File: src/user_scan_macro_consts.vh
// Constants for the boundary-scan test logic: instruction codes, widths,
// chain layout and register reset values. Included by bare name.
`ifndef USER_SCAN_MACRO_CONSTS_VH
`define USER_SCAN_MACRO_CONSTS_VH

// Instruction register
`define IR_WIDTH        3
`define IR_EXTEST       3'h0
`define IR_SAMPLE       3'h1
`define IR_USER_ONE     3'h2
`define IR_USER_TWO     3'h3
`define IR_READBACK     3'h4
`define IR_CONFIGURE    3'h5
`define IR_RESERVED     3'h6
`define IR_BYPASS       3'h7
`define IR_CAPTURE_VAL  3'h1
`define IR_RESET_VAL    3'h7

// Pad blocks carried by this instance, three cells each
`define PAD_COUNT       4
`define CELLS_PER_PAD   3
`define CELL_IN         0
`define CELL_OUT        1
`define CELL_TRI        2

// Boundary chain layout, bit 0 sits next to the serial output
`define BIT_OBS_ENABLE  0
`define BIT_OBS_VALUE   1
`define BIT_PAD_BASE    2
`define BIT_MODE_ZERO   (`BIT_PAD_BASE + `PAD_COUNT * `CELLS_PER_PAD)
`define BIT_MODE_TWO    (`BIT_MODE_ZERO + 1)
`define BIT_MODE_ONE    (`BIT_MODE_ZERO + 2)
`define BIT_INT_UPDATE  (`BIT_MODE_ONE + `CELLS_PER_PAD)
`define CHAIN_LEN       (`BIT_INT_UPDATE + 1)

// Values loaded in capture states
`define BYPASS_CAPTURE  1'b0
`define UPD_CELL_CAPTURE 1'b0

`endif

File: src/user_scan_macro_top.v
// Boundary-scan test logic: test access port controller, instruction
// register, boundary chain, bypass and user/configuration register hooks.
// Assumes the test pins arrive asynchronously and clk runs well above TCK.
`timescale 1ns/1ps
`default_nettype none
`include "user_scan_macro_consts.vh"

// Notes on behaviour
// RULE1 - Bypass, sample/preload and external-test instructions are supported.
// RULE2 - With scan enabled, three user pins are test inputs, one is output.
// RULE3 - No test reset pin; only mode-select sequences reset the controller. Here rst_n low or scanEnable low also resets it.
// RULE4 - Sixteen-state controller, decoded instruction register, selectable data registers.
// RULE5 - Every pad block has input, output and tristate cells.
// RULE6 - Non-pad-block pins contribute only the cell matching their direction.
// RULE7 - Program, configuration clock and done pins are not in the chain.
// RULE8 - Capture under external test loads every boundary cell at once.
// RULE9 - Bit 0 observes enable, bit 1 observes value, last bit updates internally.
// RULE10 - Leading cells capture internal signals; final cell drives an internal net.
// RULE11 - Bypass is one flip-flop between serial input and output.
// RULE12 - Two select outputs follow the two decoded user instructions.
// RULE13 - Each user instruction routes its user serial input to the output.
// RULE14 - Data-register clock is exported to user logic.
// RULE15 - Exported gate equals inverted AND of test clock and run-test/idle.
// RULE16 - Pad block cell order is input, output, tristate.
// RULE17 - Mode pins zero and two add input cells; mode pin one adds three.
// RULE18 - Configuration load and readback instructions exist.
// RULE19 - Outside party holds mode-select high to keep the controller in reset.
// RULE20 - Standard transitions, sample on rising edge, output on falling, drive only shifting.
// RULE21 - Undefined instruction codes act as bypass.
module user_scan_macro_top
(
  input  wire                  clk,
  input  wire                  rst_n,
  input  wire                  scanEnable,
  input  wire                  tck,
  input  wire                  tms,
  input  wire                  tdi,
  output reg                   tdo,
  output reg                   tdoOe_n,
  input  wire [`PAD_COUNT-1:0] padIn,
  output reg  [`PAD_COUNT-1:0] padOut,
  output reg  [`PAD_COUNT-1:0] padOe_n,
  input  wire [`PAD_COUNT-1:0] coreOut,
  input  wire [`PAD_COUNT-1:0] coreOe_n,
  input  wire                  modeSelectBitZero,
  input  wire                  modeSelectBitTwo,
  output reg                   modeSelectBitOne,
  output reg                   modeSelectBitOneOe_n,
  input  wire                  modeOneCoreOut,
  input  wire                  modeOneCoreOe_n,
  input  wire                  obsEnableProbe,
  input  wire                  obsValueProbe,
  output wire                  scanInternalUpdateCell,
  output reg                   userInstrOneSelect,
  output reg                   userInstrTwoSelect,
  input  wire                  userChainOneSerialIn,
  input  wire                  userChainTwoSerialIn,
  output reg                   userDataRegClock,
  output reg                   userTckRuntestGate,
  output reg                   scanDataIn,
  output reg                   configLoadSelect,
  output reg                   configShiftStrobe,
  input  wire                  configSerialOut,
  output reg                   readbackSelect,
  output reg                   readbackShiftStrobe,
  input  wire                  readbackSerialIn
);

  localparam RESET_ST   = 4'h0;
  localparam IDLE_ST    = 4'h1;
  localparam SEL_DR_ST  = 4'h2;
  localparam CAP_DR_ST  = 4'h3;
  localparam SH_DR_ST   = 4'h4;
  localparam EX1_DR_ST  = 4'h5;
  localparam PA_DR_ST   = 4'h6;
  localparam EX2_DR_ST  = 4'h7;
  localparam UPD_DR_ST  = 4'h8;
  localparam SEL_IR_ST  = 4'h9;
  localparam CAP_IR_ST  = 4'ha;
  localparam SH_IR_ST   = 4'hb;
  localparam EX1_IR_ST  = 4'hc;
  localparam PA_IR_ST   = 4'hd;
  localparam EX2_IR_ST  = 4'he;
  localparam UPD_IR_ST  = 4'hf;

  // Two-stage synchronisers for the test pins and the mode/pad inputs
  reg [2:0]            tapS1_q;
  reg [2:0]            tapS2_q;
  reg [`PAD_COUNT+1:0] pinS1_q;
  reg [`PAD_COUNT+1:0] pinS2_q;
  reg                  tckPrev_q;
  wire                 tckS   = tapS2_q[2];
  wire                 tmsS   = tapS2_q[1];
  wire                 tdiS   = tapS2_q[0];
  wire                 tckRise = tckS & ~tckPrev_q;
  wire                 tckFall = ~tckS & tckPrev_q;

  always @(posedge clk)
  begin
    if (!rst_n)
    begin
      tapS1_q   <= 3'h0;
      tapS2_q   <= 3'h0;
      pinS1_q   <= {(`PAD_COUNT+2){1'b0}};
      pinS2_q   <= {(`PAD_COUNT+2){1'b0}};
      tckPrev_q <= 1'b0;
    end
    else
    begin
      tapS1_q   <= {tck, tms, tdi}; // RULE2
      tapS2_q   <= tapS1_q;
      pinS1_q   <= {modeSelectBitTwo, modeSelectBitZero, padIn};
      pinS2_q   <= pinS1_q;
      tckPrev_q <= tckS;
    end
  end

  // TAP controller
  reg [3:0] state_q;
  reg [3:0] state_d;

  always @*
  begin
    state_d = state_q;
    case (state_q) // RULE20
      RESET_ST:  state_d = tmsS ? RESET_ST  : IDLE_ST;
      IDLE_ST:   state_d = tmsS ? SEL_DR_ST : IDLE_ST;
      SEL_DR_ST: state_d = tmsS ? SEL_IR_ST : CAP_DR_ST;
      CAP_DR_ST: state_d = tmsS ? EX1_DR_ST : SH_DR_ST;
      SH_DR_ST:  state_d = tmsS ? EX1_DR_ST : SH_DR_ST;
      EX1_DR_ST: state_d = tmsS ? UPD_DR_ST : PA_DR_ST;
      PA_DR_ST:  state_d = tmsS ? EX2_DR_ST : PA_DR_ST;
      EX2_DR_ST: state_d = tmsS ? UPD_DR_ST : SH_DR_ST;
      UPD_DR_ST: state_d = tmsS ? SEL_DR_ST : IDLE_ST;
      SEL_IR_ST: state_d = tmsS ? RESET_ST  : CAP_IR_ST;
      CAP_IR_ST: state_d = tmsS ? EX1_IR_ST : SH_IR_ST;
      SH_IR_ST:  state_d = tmsS ? EX1_IR_ST : SH_IR_ST;
      EX1_IR_ST: state_d = tmsS ? UPD_IR_ST : PA_IR_ST;
      PA_IR_ST:  state_d = tmsS ? EX2_IR_ST : PA_IR_ST;
      EX2_IR_ST: state_d = tmsS ? UPD_IR_ST : SH_IR_ST;
      UPD_IR_ST: state_d = tmsS ? SEL_DR_ST : IDLE_ST;
      default:   state_d = RESET_ST;
    endcase
  end

  // No test reset pin: only TMS held high (or the scan option off, or rst_n low) resets
  always @(posedge clk)
  begin
    if (!rst_n || !scanEnable)
      state_q <= RESET_ST; // RULE3 RULE19
    else if (tckRise)
      state_q <= state_d; // RULE4
  end

  // Instruction register
  reg [`IR_WIDTH-1:0] irShift_q;
  reg [`IR_WIDTH-1:0] instr_q;

  always @(posedge clk)
  begin
    if (!rst_n || state_q == RESET_ST)
    begin
      irShift_q <= `IR_CAPTURE_VAL;
      instr_q   <= `IR_RESET_VAL;
    end
    else
    begin
      if (tckRise && state_q == CAP_IR_ST)
        irShift_q <= `IR_CAPTURE_VAL;
      else if (tckRise && state_q == SH_IR_ST)
        irShift_q <= {tdiS, irShift_q[`IR_WIDTH-1:1]};
      if (tckFall && state_q == UPD_IR_ST)
        instr_q <= irShift_q;
    end
  end

  // Instruction decode; reserved code falls through to bypass
  wire extSel  = instr_q == `IR_EXTEST; // RULE1
  wire bsSel   = extSel || instr_q == `IR_SAMPLE; // RULE1
  wire u1Sel   = instr_q == `IR_USER_ONE; // RULE12
  wire u2Sel   = instr_q == `IR_USER_TWO; // RULE12
  wire rbSel   = instr_q == `IR_READBACK; // RULE18
  wire cfgSel  = instr_q == `IR_CONFIGURE; // RULE18
  wire bypSel  = !(bsSel || u1Sel || u2Sel || rbSel || cfgSel); // RULE21

  wire capDr   = tckRise && state_q == CAP_DR_ST;
  wire shiftDr = tckRise && state_q == SH_DR_ST;
  wire updDr   = tckFall && state_q == UPD_DR_ST;

  // Boundary chain
  wire [`CHAIN_LEN-1:0] chainPar;
  wire [`CHAIN_LEN-1:0] chainCap;
  wire [`CHAIN_LEN-1:0] chainUpd;
  wire [`CHAIN_LEN-1:0] chainSer = {tdiS, chainCap[`CHAIN_LEN-1:1]};

  assign chainPar[`BIT_OBS_ENABLE] = obsEnableProbe; // RULE9 RULE10
  assign chainPar[`BIT_OBS_VALUE]  = obsValueProbe; // RULE9 RULE10
  assign chainPar[`BIT_MODE_ZERO]  = pinS2_q[`PAD_COUNT]; // RULE6 RULE17
  assign chainPar[`BIT_MODE_TWO]   = pinS2_q[`PAD_COUNT+1]; // RULE6 RULE17
  assign chainPar[`BIT_MODE_ONE+`CELL_IN]  = modeSelectBitOne; // RULE17
  assign chainPar[`BIT_MODE_ONE+`CELL_OUT] = modeOneCoreOut;
  assign chainPar[`BIT_MODE_ONE+`CELL_TRI] = modeOneCoreOe_n;
  assign chainPar[`BIT_INT_UPDATE] = `UPD_CELL_CAPTURE;
  // Program, configuration clock and done pins simply have no cells here
  assign scanInternalUpdateCell = chainUpd[`BIT_INT_UPDATE]; // RULE7 RULE10

  genvar p;
  generate
    for (p = 0; p < `PAD_COUNT; p = p + 1)
    begin : padCells
      // Input, then output, then tristate within every pad block
      assign chainPar[`BIT_PAD_BASE+p*`CELLS_PER_PAD+`CELL_IN]  = pinS2_q[p]; // RULE5 RULE16
      assign chainPar[`BIT_PAD_BASE+p*`CELLS_PER_PAD+`CELL_OUT] = coreOut[p]; // RULE5 RULE16
      assign chainPar[`BIT_PAD_BASE+p*`CELLS_PER_PAD+`CELL_TRI] = coreOe_n[p]; // RULE5 RULE16
    end
  endgenerate

  genvar c;
  generate
    for (c = 0; c < `CHAIN_LEN; c = c + 1)
    begin : cells
      scan_cell u_cell
      (
        .clk     (clk),
        .rst_n   (rst_n),
        .capEn   (capDr && bsSel), // RULE8
        .shiftEn (shiftDr && bsSel),
        .updEn   (updDr && bsSel),
        .parIn   (chainPar[c]),
        .serIn   (chainSer[c]),
        .capQ    (chainCap[c]),
        .updQ    (chainUpd[c])
      );
    end
  endgenerate

  // Pad drivers: update cells take over only under external test
  integer k;
  always @(posedge clk)
  begin
    if (!rst_n)
    begin
      padOut               <= {`PAD_COUNT{1'b0}};
      padOe_n              <= {`PAD_COUNT{1'b1}};
      modeSelectBitOne     <= 1'b0;
      modeSelectBitOneOe_n <= 1'b1;
    end
    else
    begin
      for (k = 0; k < `PAD_COUNT; k = k + 1)
      begin
        padOut[k]  <= extSel ? chainUpd[`BIT_PAD_BASE+k*`CELLS_PER_PAD+`CELL_OUT] : coreOut[k];
        padOe_n[k] <= extSel ? chainUpd[`BIT_PAD_BASE+k*`CELLS_PER_PAD+`CELL_TRI] : coreOe_n[k];
      end
      modeSelectBitOne     <= extSel ? chainUpd[`BIT_MODE_ONE+`CELL_OUT] : modeOneCoreOut;
      modeSelectBitOneOe_n <= extSel ? chainUpd[`BIT_MODE_ONE+`CELL_TRI] : modeOneCoreOe_n;
    end
  end

  // Bypass register
  reg bypass_q;
  always @(posedge clk)
  begin
    if (!rst_n)
      bypass_q <= 1'b0;
    else if (capDr && bypSel)
      bypass_q <= `BYPASS_CAPTURE;
    else if (shiftDr && bypSel)
      bypass_q <= tdiS; // RULE11
  end

  // Serial output source
  reg tdoSrc;
  always @*
  begin
    if (state_q == SH_IR_ST)
      tdoSrc = irShift_q[0];
    else if (bsSel)
      tdoSrc = chainCap[0];
    else if (u1Sel)
      tdoSrc = userChainOneSerialIn; // RULE13
    else if (u2Sel)
      tdoSrc = userChainTwoSerialIn; // RULE13
    else if (rbSel)
      tdoSrc = readbackSerialIn; // RULE18
    else if (cfgSel)
      tdoSrc = configSerialOut; // RULE18
    else
      tdoSrc = bypass_q; // RULE11 RULE21
  end

  // Output changes on the falling test clock, enabled only while shifting
  always @(posedge clk)
  begin
    if (!rst_n || !scanEnable)
    begin
      tdo     <= 1'b0;
      tdoOe_n <= 1'b1;
    end
    else if (tckFall)
    begin
      tdo     <= tdoSrc; // RULE20
      tdoOe_n <= !(state_q == SH_DR_ST || state_q == SH_IR_ST); // RULE20
    end
  end

  // User-side and configuration hooks; one cycle behind the sampled pins
  wire drClkState = state_q == CAP_DR_ST || state_q == SH_DR_ST;
  always @(posedge clk)
  begin
    if (!rst_n)
    begin
      userInstrOneSelect  <= 1'b0;
      userInstrTwoSelect  <= 1'b0;
      userDataRegClock    <= 1'b0;
      userTckRuntestGate  <= 1'b1;
      scanDataIn          <= 1'b0;
      configLoadSelect    <= 1'b0;
      configShiftStrobe   <= 1'b0;
      readbackSelect      <= 1'b0;
      readbackShiftStrobe <= 1'b0;
    end
    else
    begin
      userInstrOneSelect  <= u1Sel; // RULE12
      userInstrTwoSelect  <= u2Sel; // RULE12
      userDataRegClock    <= tckS && drClkState; // RULE14
      userTckRuntestGate  <= !(tckS && state_q == IDLE_ST); // RULE15
      scanDataIn          <= tdiS;
      configLoadSelect    <= cfgSel; // RULE18
      configShiftStrobe   <= shiftDr && cfgSel;
      readbackSelect      <= rbSel; // RULE18
      readbackShiftStrobe <= shiftDr && rbSel;
    end
  end

endmodule // user_scan_macro_top

`default_nettype wire

File: src/scan_cell.v
// One boundary-scan cell: a capture/shift stage and an update stage.
// Assumes enables are single-cycle pulses derived from sampled test clock edges.
`timescale 1ns/1ps
`default_nettype none

module scan_cell
(
  input  wire clk,
  input  wire rst_n,
  input  wire capEn,
  input  wire shiftEn,
  input  wire updEn,
  input  wire parIn,
  input  wire serIn,
  output reg  capQ,
  output reg  updQ
);

  always @(posedge clk)
  begin
    if (!rst_n)
    begin
      capQ <= 1'b0;
      updQ <= 1'b0;
    end
    else
    begin
      if (capEn)
        capQ <= parIn;
      else if (shiftEn)
        capQ <= serIn;
      // Update stage holds steady while shifting so pads do not ripple
      if (updEn)
        updQ <= capQ;
    end
  end

endmodule // scan_cell

`default_nettype wire

File: config.mk
export PLATFORM = sky130hd
export DESIGN_NAME = user_scan_macro_top
export DESIGN_NICKNAME = d
export VERILOG_FILES = /design/src/user_scan_macro_top.v /design/src/scan_cell.v
export VERILOG_INCLUDE_DIRS = /design/src
export SDC_FILE = /design/constraint.sdc
export NUM_CORES = 1
export LEC_CHECK = 0
export BUFFER_PORTS_ARGS = -buffer_cell sky130_fd_sc_hd__buf_4
export CAP_MARGIN = 20
export CORE_MARGIN = 2
export CORE_UTILIZATION = 45
export DETAILED_ROUTE_END_ITERATION = 10
export PLACE_DENSITY_LB_ADDON = 0.12
export SLEW_MARGIN = 20
export SYNTH_ARGS = -nofsm -noshare
export SYNTH_HDL_FRONTEND = slang
export SYNTH_HIERARCHICAL = 1
export SYNTH_SLANG_ARGS = --single-unit
File: constraint.sdc
create_clock -name clk -period 3.4 [get_ports clk]
set_clock_uncertainty 0.1 [all_clocks]
set_input_delay 0.34 -clock clk [delete_from_list [all_inputs] [get_ports clk]]
set_output_delay 0.34 -clock clk [all_outputs]
set_load 0.02 [all_outputs]
-- Yosys cells after proc, flatten, opt, wreduce, memory -nomap -nowiden
Cells that the tools add are included.
- flip-flop bits (word level): 82
- output and inout bits: 22
- logic and storage cells: 185
- eq/ne operators: 20
- multiplexer cells: 67
- bitwise gates (word level): 5
- reductions and logical operators: 38
- operators by type and width (cell ; number):
    $mux 1 ; 57
    $pmux 4 s12 ; 1
    $eq 4x4->1 const B ; 8
    $eq 4x3->1 const B ; 4
    $mux 4 ; 4
    $logic_and 1x1->1 ; 15
    $reduce_or 2->1 ; 5
    $logic_or 1x1->1 ; 9
    $eq 4x2->1 const B ; 2
    $eq 3x2->1 const B ; 2
    $eq 3x3->1 const B ; 2
    $mux 2 ; 3
    $mux 3 ; 2
    $logic_not 1->1 ; 5
    $eq 4x1->1 const B ; 1
    $logic_not 4->1 ; 1
    $eq 3x1->1 const B ; 1
    $logic_not 3->1 ; 1
    $not 1->1 ; 3
    $reduce_or 3->1 ; 1
    $and 1x1->1 ; 2
    $reduce_bool 2->1 ; 1

-- Longest topological paths before layout
- depth in word-level cells: 9
- gate-level depth with buffers: 6
- depth with buffers taken out: 5

-- Hierarchy
The synthesis kept the hierarchy.
- by module, submodules not included (module ; times used ; cells each ; area an instance (um^2) ; seq. area each (um^2)):
    user_scan_macro_top ; 1 ; 228 ; 2074.5 ; 1021.0
    scan_cell ; 20 ; 7 ; 83.8 ; 40.0

-- Worst setup path after synthesis
OpenSTA, ideal clock, no wires.
- kind: register to register
- start: register tapS2_q[2]
- end: register cells[0].u_cell.capQ
- data arrival time: 3093 ps
- data required time: 3183 ps
- slack: 90 ps
- cell stages (with the launch flop): 7
- path buffers: 1
- period minus slack after synthesis: 3310 ps
- path through: dfxtp_1 nor2b_2 buf_4 nand4_1 nor3_1 nand2b_1 o211a_1
- word-level cells in the longest chain between the ends: 4
- elaborated cells on any way between the ends: 7
- classes of those cells: 1 x mux; 1 x bitwise; 5 x reduce/logical
- RTL lines (element ; line ; text):
    start, declared ; user_scan_macro_top.v:88 ; reg [2:0] tapS2_q;
    start signal, assigned ; user_scan_macro_top.v:111 ; tapS2_q <= tapS1_q;
    $and 1x1->1 * ; user_scan_macro_top.v:95 ; wire tckRise = tckS & ~tckPrev_q;
    $logic_and 1x1->1, on equally long branches ; user_scan_macro_top.v:186, user_scan_macro_top.v:187 ;
    $logic_and 1x1->1, on equally long branches ; user_scan_macro_top.v:226, user_scan_macro_top.v:227 ;
    $mux 1 / $reduce_bool 2->1 (equally long branches) ; - ;
    end signal, assigned ; scan_cell.v:29 ; capQ <= parIn;
    end signal, assigned ; scan_cell.v:31 ; capQ <= serIn;
    end, declared ; scan_cell.v:15 ; output reg capQ,
Mark *: on every way between the ends. The rest lies on a longest branch, timed or not.
A chain may end at the register's enable or synchronous reset.

-- Worst setup path after layout
- start: register state_q[2]
- end: register cells[18].u_cell.capQ
- word-level cells in the longest chain between the ends: 4
- elaborated cells on any way between the ends: 8
- classes of those cells: 2 x eq/ne; 1 x mux; 5 x reduce/logical
- RTL lines (element ; line ; text):
    start, declared ; user_scan_macro_top.v:119 ; reg [3:0] state_q;
    start signal, assigned ; user_scan_macro_top.v:152 ; state_q <= state_d;
    $eq 4x2->1 / $eq 4x3->1 (equally long branches) ; user_scan_macro_top.v:186, user_scan_macro_top.v:187 ;
    $logic_and 1x1->1, on equally long branches ; user_scan_macro_top.v:186, user_scan_macro_top.v:187 ;
    $logic_and 1x1->1, on equally long branches ; user_scan_macro_top.v:226, user_scan_macro_top.v:227 ;
    $mux 1 / $reduce_bool 2->1 (equally long branches) ; - ;
    end signal, assigned ; scan_cell.v:29 ;
    end signal, assigned ; scan_cell.v:31 ;
    end, declared ; scan_cell.v:15 ;
Parallel ways exist; a longest one is shown, timed or not.

==> impl_metrics.py <==
metrics = {
    "run_status": {
        "outcome": "finished clean",
    },
    "timing": {
        "drv_slew": 0,
        "finalCriticalPeriod_ps": 2400,
        "grt_setup_unrepaired": "no",
        "hold_viol_final": 0,
        "max-slew-margin-rel": 0.452,
        "finalSetupViolCount": 0,
        "period_share": 0.706,
        "tightest_slew_ps": 822,
        "max_freq_mhz": 417,
        "fin_tns_setup_ps": 0,
    },
    "die": {
        "chipHeight_um": 91.2,
        "dieArea_mm2": 0.00832,
        "core_mm2": 0.00729,
        "fp.dieW_um": 91.2,
        "rows": 31,
        "start_util": 0.470,
        "ios": 50,
    },
    "worst_setup_path": {
        "r2r_slack_ps": 1000,
        "worst_ep_required_time_ps": 3530,
        "end_kind": "flip-flop",
        "crit_path_start_kind": "flip-flop",
        "cp.arrival_ps": 2530,
        "rr_endpoint": "cells[18].u_cell/capQ$_SDFFE_PN0P_",
        "reg2reg_from": "state_q[2]$_SDFFE_PP0P_",
        "critPathMaxFanout": 20,
        "ff2ff_path_depth": 6,
        "path_class": "flip-flop to flip-flop",
    },
    "layout": {
        "fin_nets": 416,
        "antenna_cells": 0,
        "nFillCells": 698,
        "drive_gt1_frac": 0.198,
        "syn_to_final_growth_pct": 19.2,
    },
    "hold_path": {
        "worstHoldPathCells": 2,
        "min_from": "tck",
        "worstHoldPathType": "input pin to flip-flop",
        "min_to": "tapS1_q[2]$_SDFF_PN0_",
    },
    "global_routing": {
        "grt_max_degree": 70,
        "grt_pass1_vias": 2388,
        "antenna_found_initial": 0,
        "grt_first_pass_wirelength_um": 11500,
        "gr-total-overflow": 0,
        "gr-usage-all-layers": 0.171,
    },
    "routing": {
        "vias_per_cell": 5.10,
        "drc": 0,
        "num_vias": 2511,
        "drt_wl_total_um": 6690,
        "postRouteAntennaNets": 0,
        "wl_per_cell_um": 13.6,
        "drt_first_pass_iters": 4,
        "drt-initial-drc-count": 125,
    },
    "job": {
        "drv_cap": 0,
    },
    "power": {
        "finalPower_uw": 1850,
        "leakagePower_uw": 0.00188,
        "p_per_area_mw_per_mm2": 453,
        "peakVddDrop_mv": 0.396,
    },
    "placed_design": {
        "post-dp-hpwl_um": 4310,
        "gp_congestion": 0.805,
        "port_buffers": 49,
    },
    "synth": {
        "ys_warn_count": 6,
        "post_synth_inst_count": 341,
        "avgSynthCellArea_um2": 10.0,
        "syn-num-nets": 369,
        "syn_area_mm2": 0.00342,
    },
    "cts": {
        "cts_tree": "yes",
        "cts_sinks": 82,
        "cts_buffers": 9,
        "postCtsHoldBufs": 0,
        "htree_levels": 3,
        "cts_buffer_depth": 2,
        "clk_latency_ps": 340,
        "cts_root_buf": "clkbuf_8",
        "clk_pin_slew_worst_paths_ps": 80,
        "cts-resized-gates": 0,
        "post_cts_buffers": 0,
    },
}
[power by group]
group / internal (µW) / switching [µW]
Clock: 433 / 345
Sequential: 977 / 8.06
Combinational: 46.3 / 39.2
[cell usage in the layout (no fill, tap or decap), drive strengths merged, types with 3 or more instances in the layout]
cell and n:
o211a 20, or3 3, nor3 8, buf 51, inv 5, clkinvlp 4
dfxtp 82, nand2b 25, and2 20, mux2 20, nand2 35, clkbuf 10
nor2b 18, a21oi 7, nand3 8, mux2i 15, nand4b 3, o211ai 4
nand4 3, nor2 13, a21boi 6, o21ai 7
[critical path, cell delays in order, from the launching register on]
cell and delay [ps]:
dfxtp_1 620, nor2b_1 320, nand3_1 220, nor3_2 160
buf_4 300, mux2_1 350, o211a_1 200
[per-layer routing]
layer / global-route usage / part of all wire
met5: 0 / 0
met4: 0.0619 / 0.014
met3: 0.0440 / 0.033
met2: 0.270 / 0.46
met1: 0.226 / 0.49
[sequential cells by signal (all words and copies together), names as in the netlist, 3 cells and up]
signal	flops
tapS2_q	3
irShift_q	3
tapS1_q	3
padOut	4
pinS2_q	6
padOe_n	4
instr_q	3
cells.u_cell/updQ	11
state_q	4
pinS1_q	6
cells.u_cell/capQ	20
[how the worst max path moves through the flow]
stage / from / endpoint / slack [ps] / depth (start not counted)
detailed placement: state_q[2]$_SDFFE_PP0P_ / cells[11].u_cell/capQ$_SDFFE_PN0P_ / 1050 / 6
floorplan: tapS2_q[2]$_SDFF_PN0_ / cells[0].u_cell/capQ$_SDFFE_PN0P_ / 90 / 6
finish: state_q[2]$_SDFFE_PP0P_ / cells[18].u_cell/capQ$_SDFFE_PN0P_ / 1000 / 6
global placement: state_q[2]$_SDFFE_PP0P_ / cells[2].u_cell/capQ$_SDFFE_PN0P_ / 1130 / 6
global route: state_q[2]$_SDFFE_PP0P_ / cells[18].u_cell/capQ$_SDFFE_PN0P_ / 820 / 6
CTS: state_q[2]$_SDFFE_PP0P_ / cells[11].u_cell/capQ$_SDFFE_PN0P_ / 1030 / 6
[final cells by class]
type                       instances  area, µm²  share of cell area
sequential                        82       1640               0.402
multi-input combinational        239       1690               0.413
inverter                           5       18.8             0.00460
clock inverter                     6       90.1              0.0221
clock buffer                      10        138              0.0337
timing repair buffer              51        383              0.0938
tap                               99        124              0.0303
[through the flow]
| step | setup slack, ps | hold slack [ps] | utilization | std cells | area (µm²) |
|---|---|---|---|---|---|
| floorplan | 90.2 | 312 | - | 341 | 3420 |
| global placement | 1130 | 318 | 0.528 | 476 | 3850 |
| detailed placement | 1050 | 320 | 0.528 | 476 | 3850 |
| CTS | 1030 | 82.8 | 0.560 | 492 | 4080 |
| global route | 817 | 80.8 | 0.560 | 492 | 4080 |
| finish | 1000 | 103 | 0.560 | 492 | 4080 |
No activity file was read; power rests on OpenSTA's default activity.
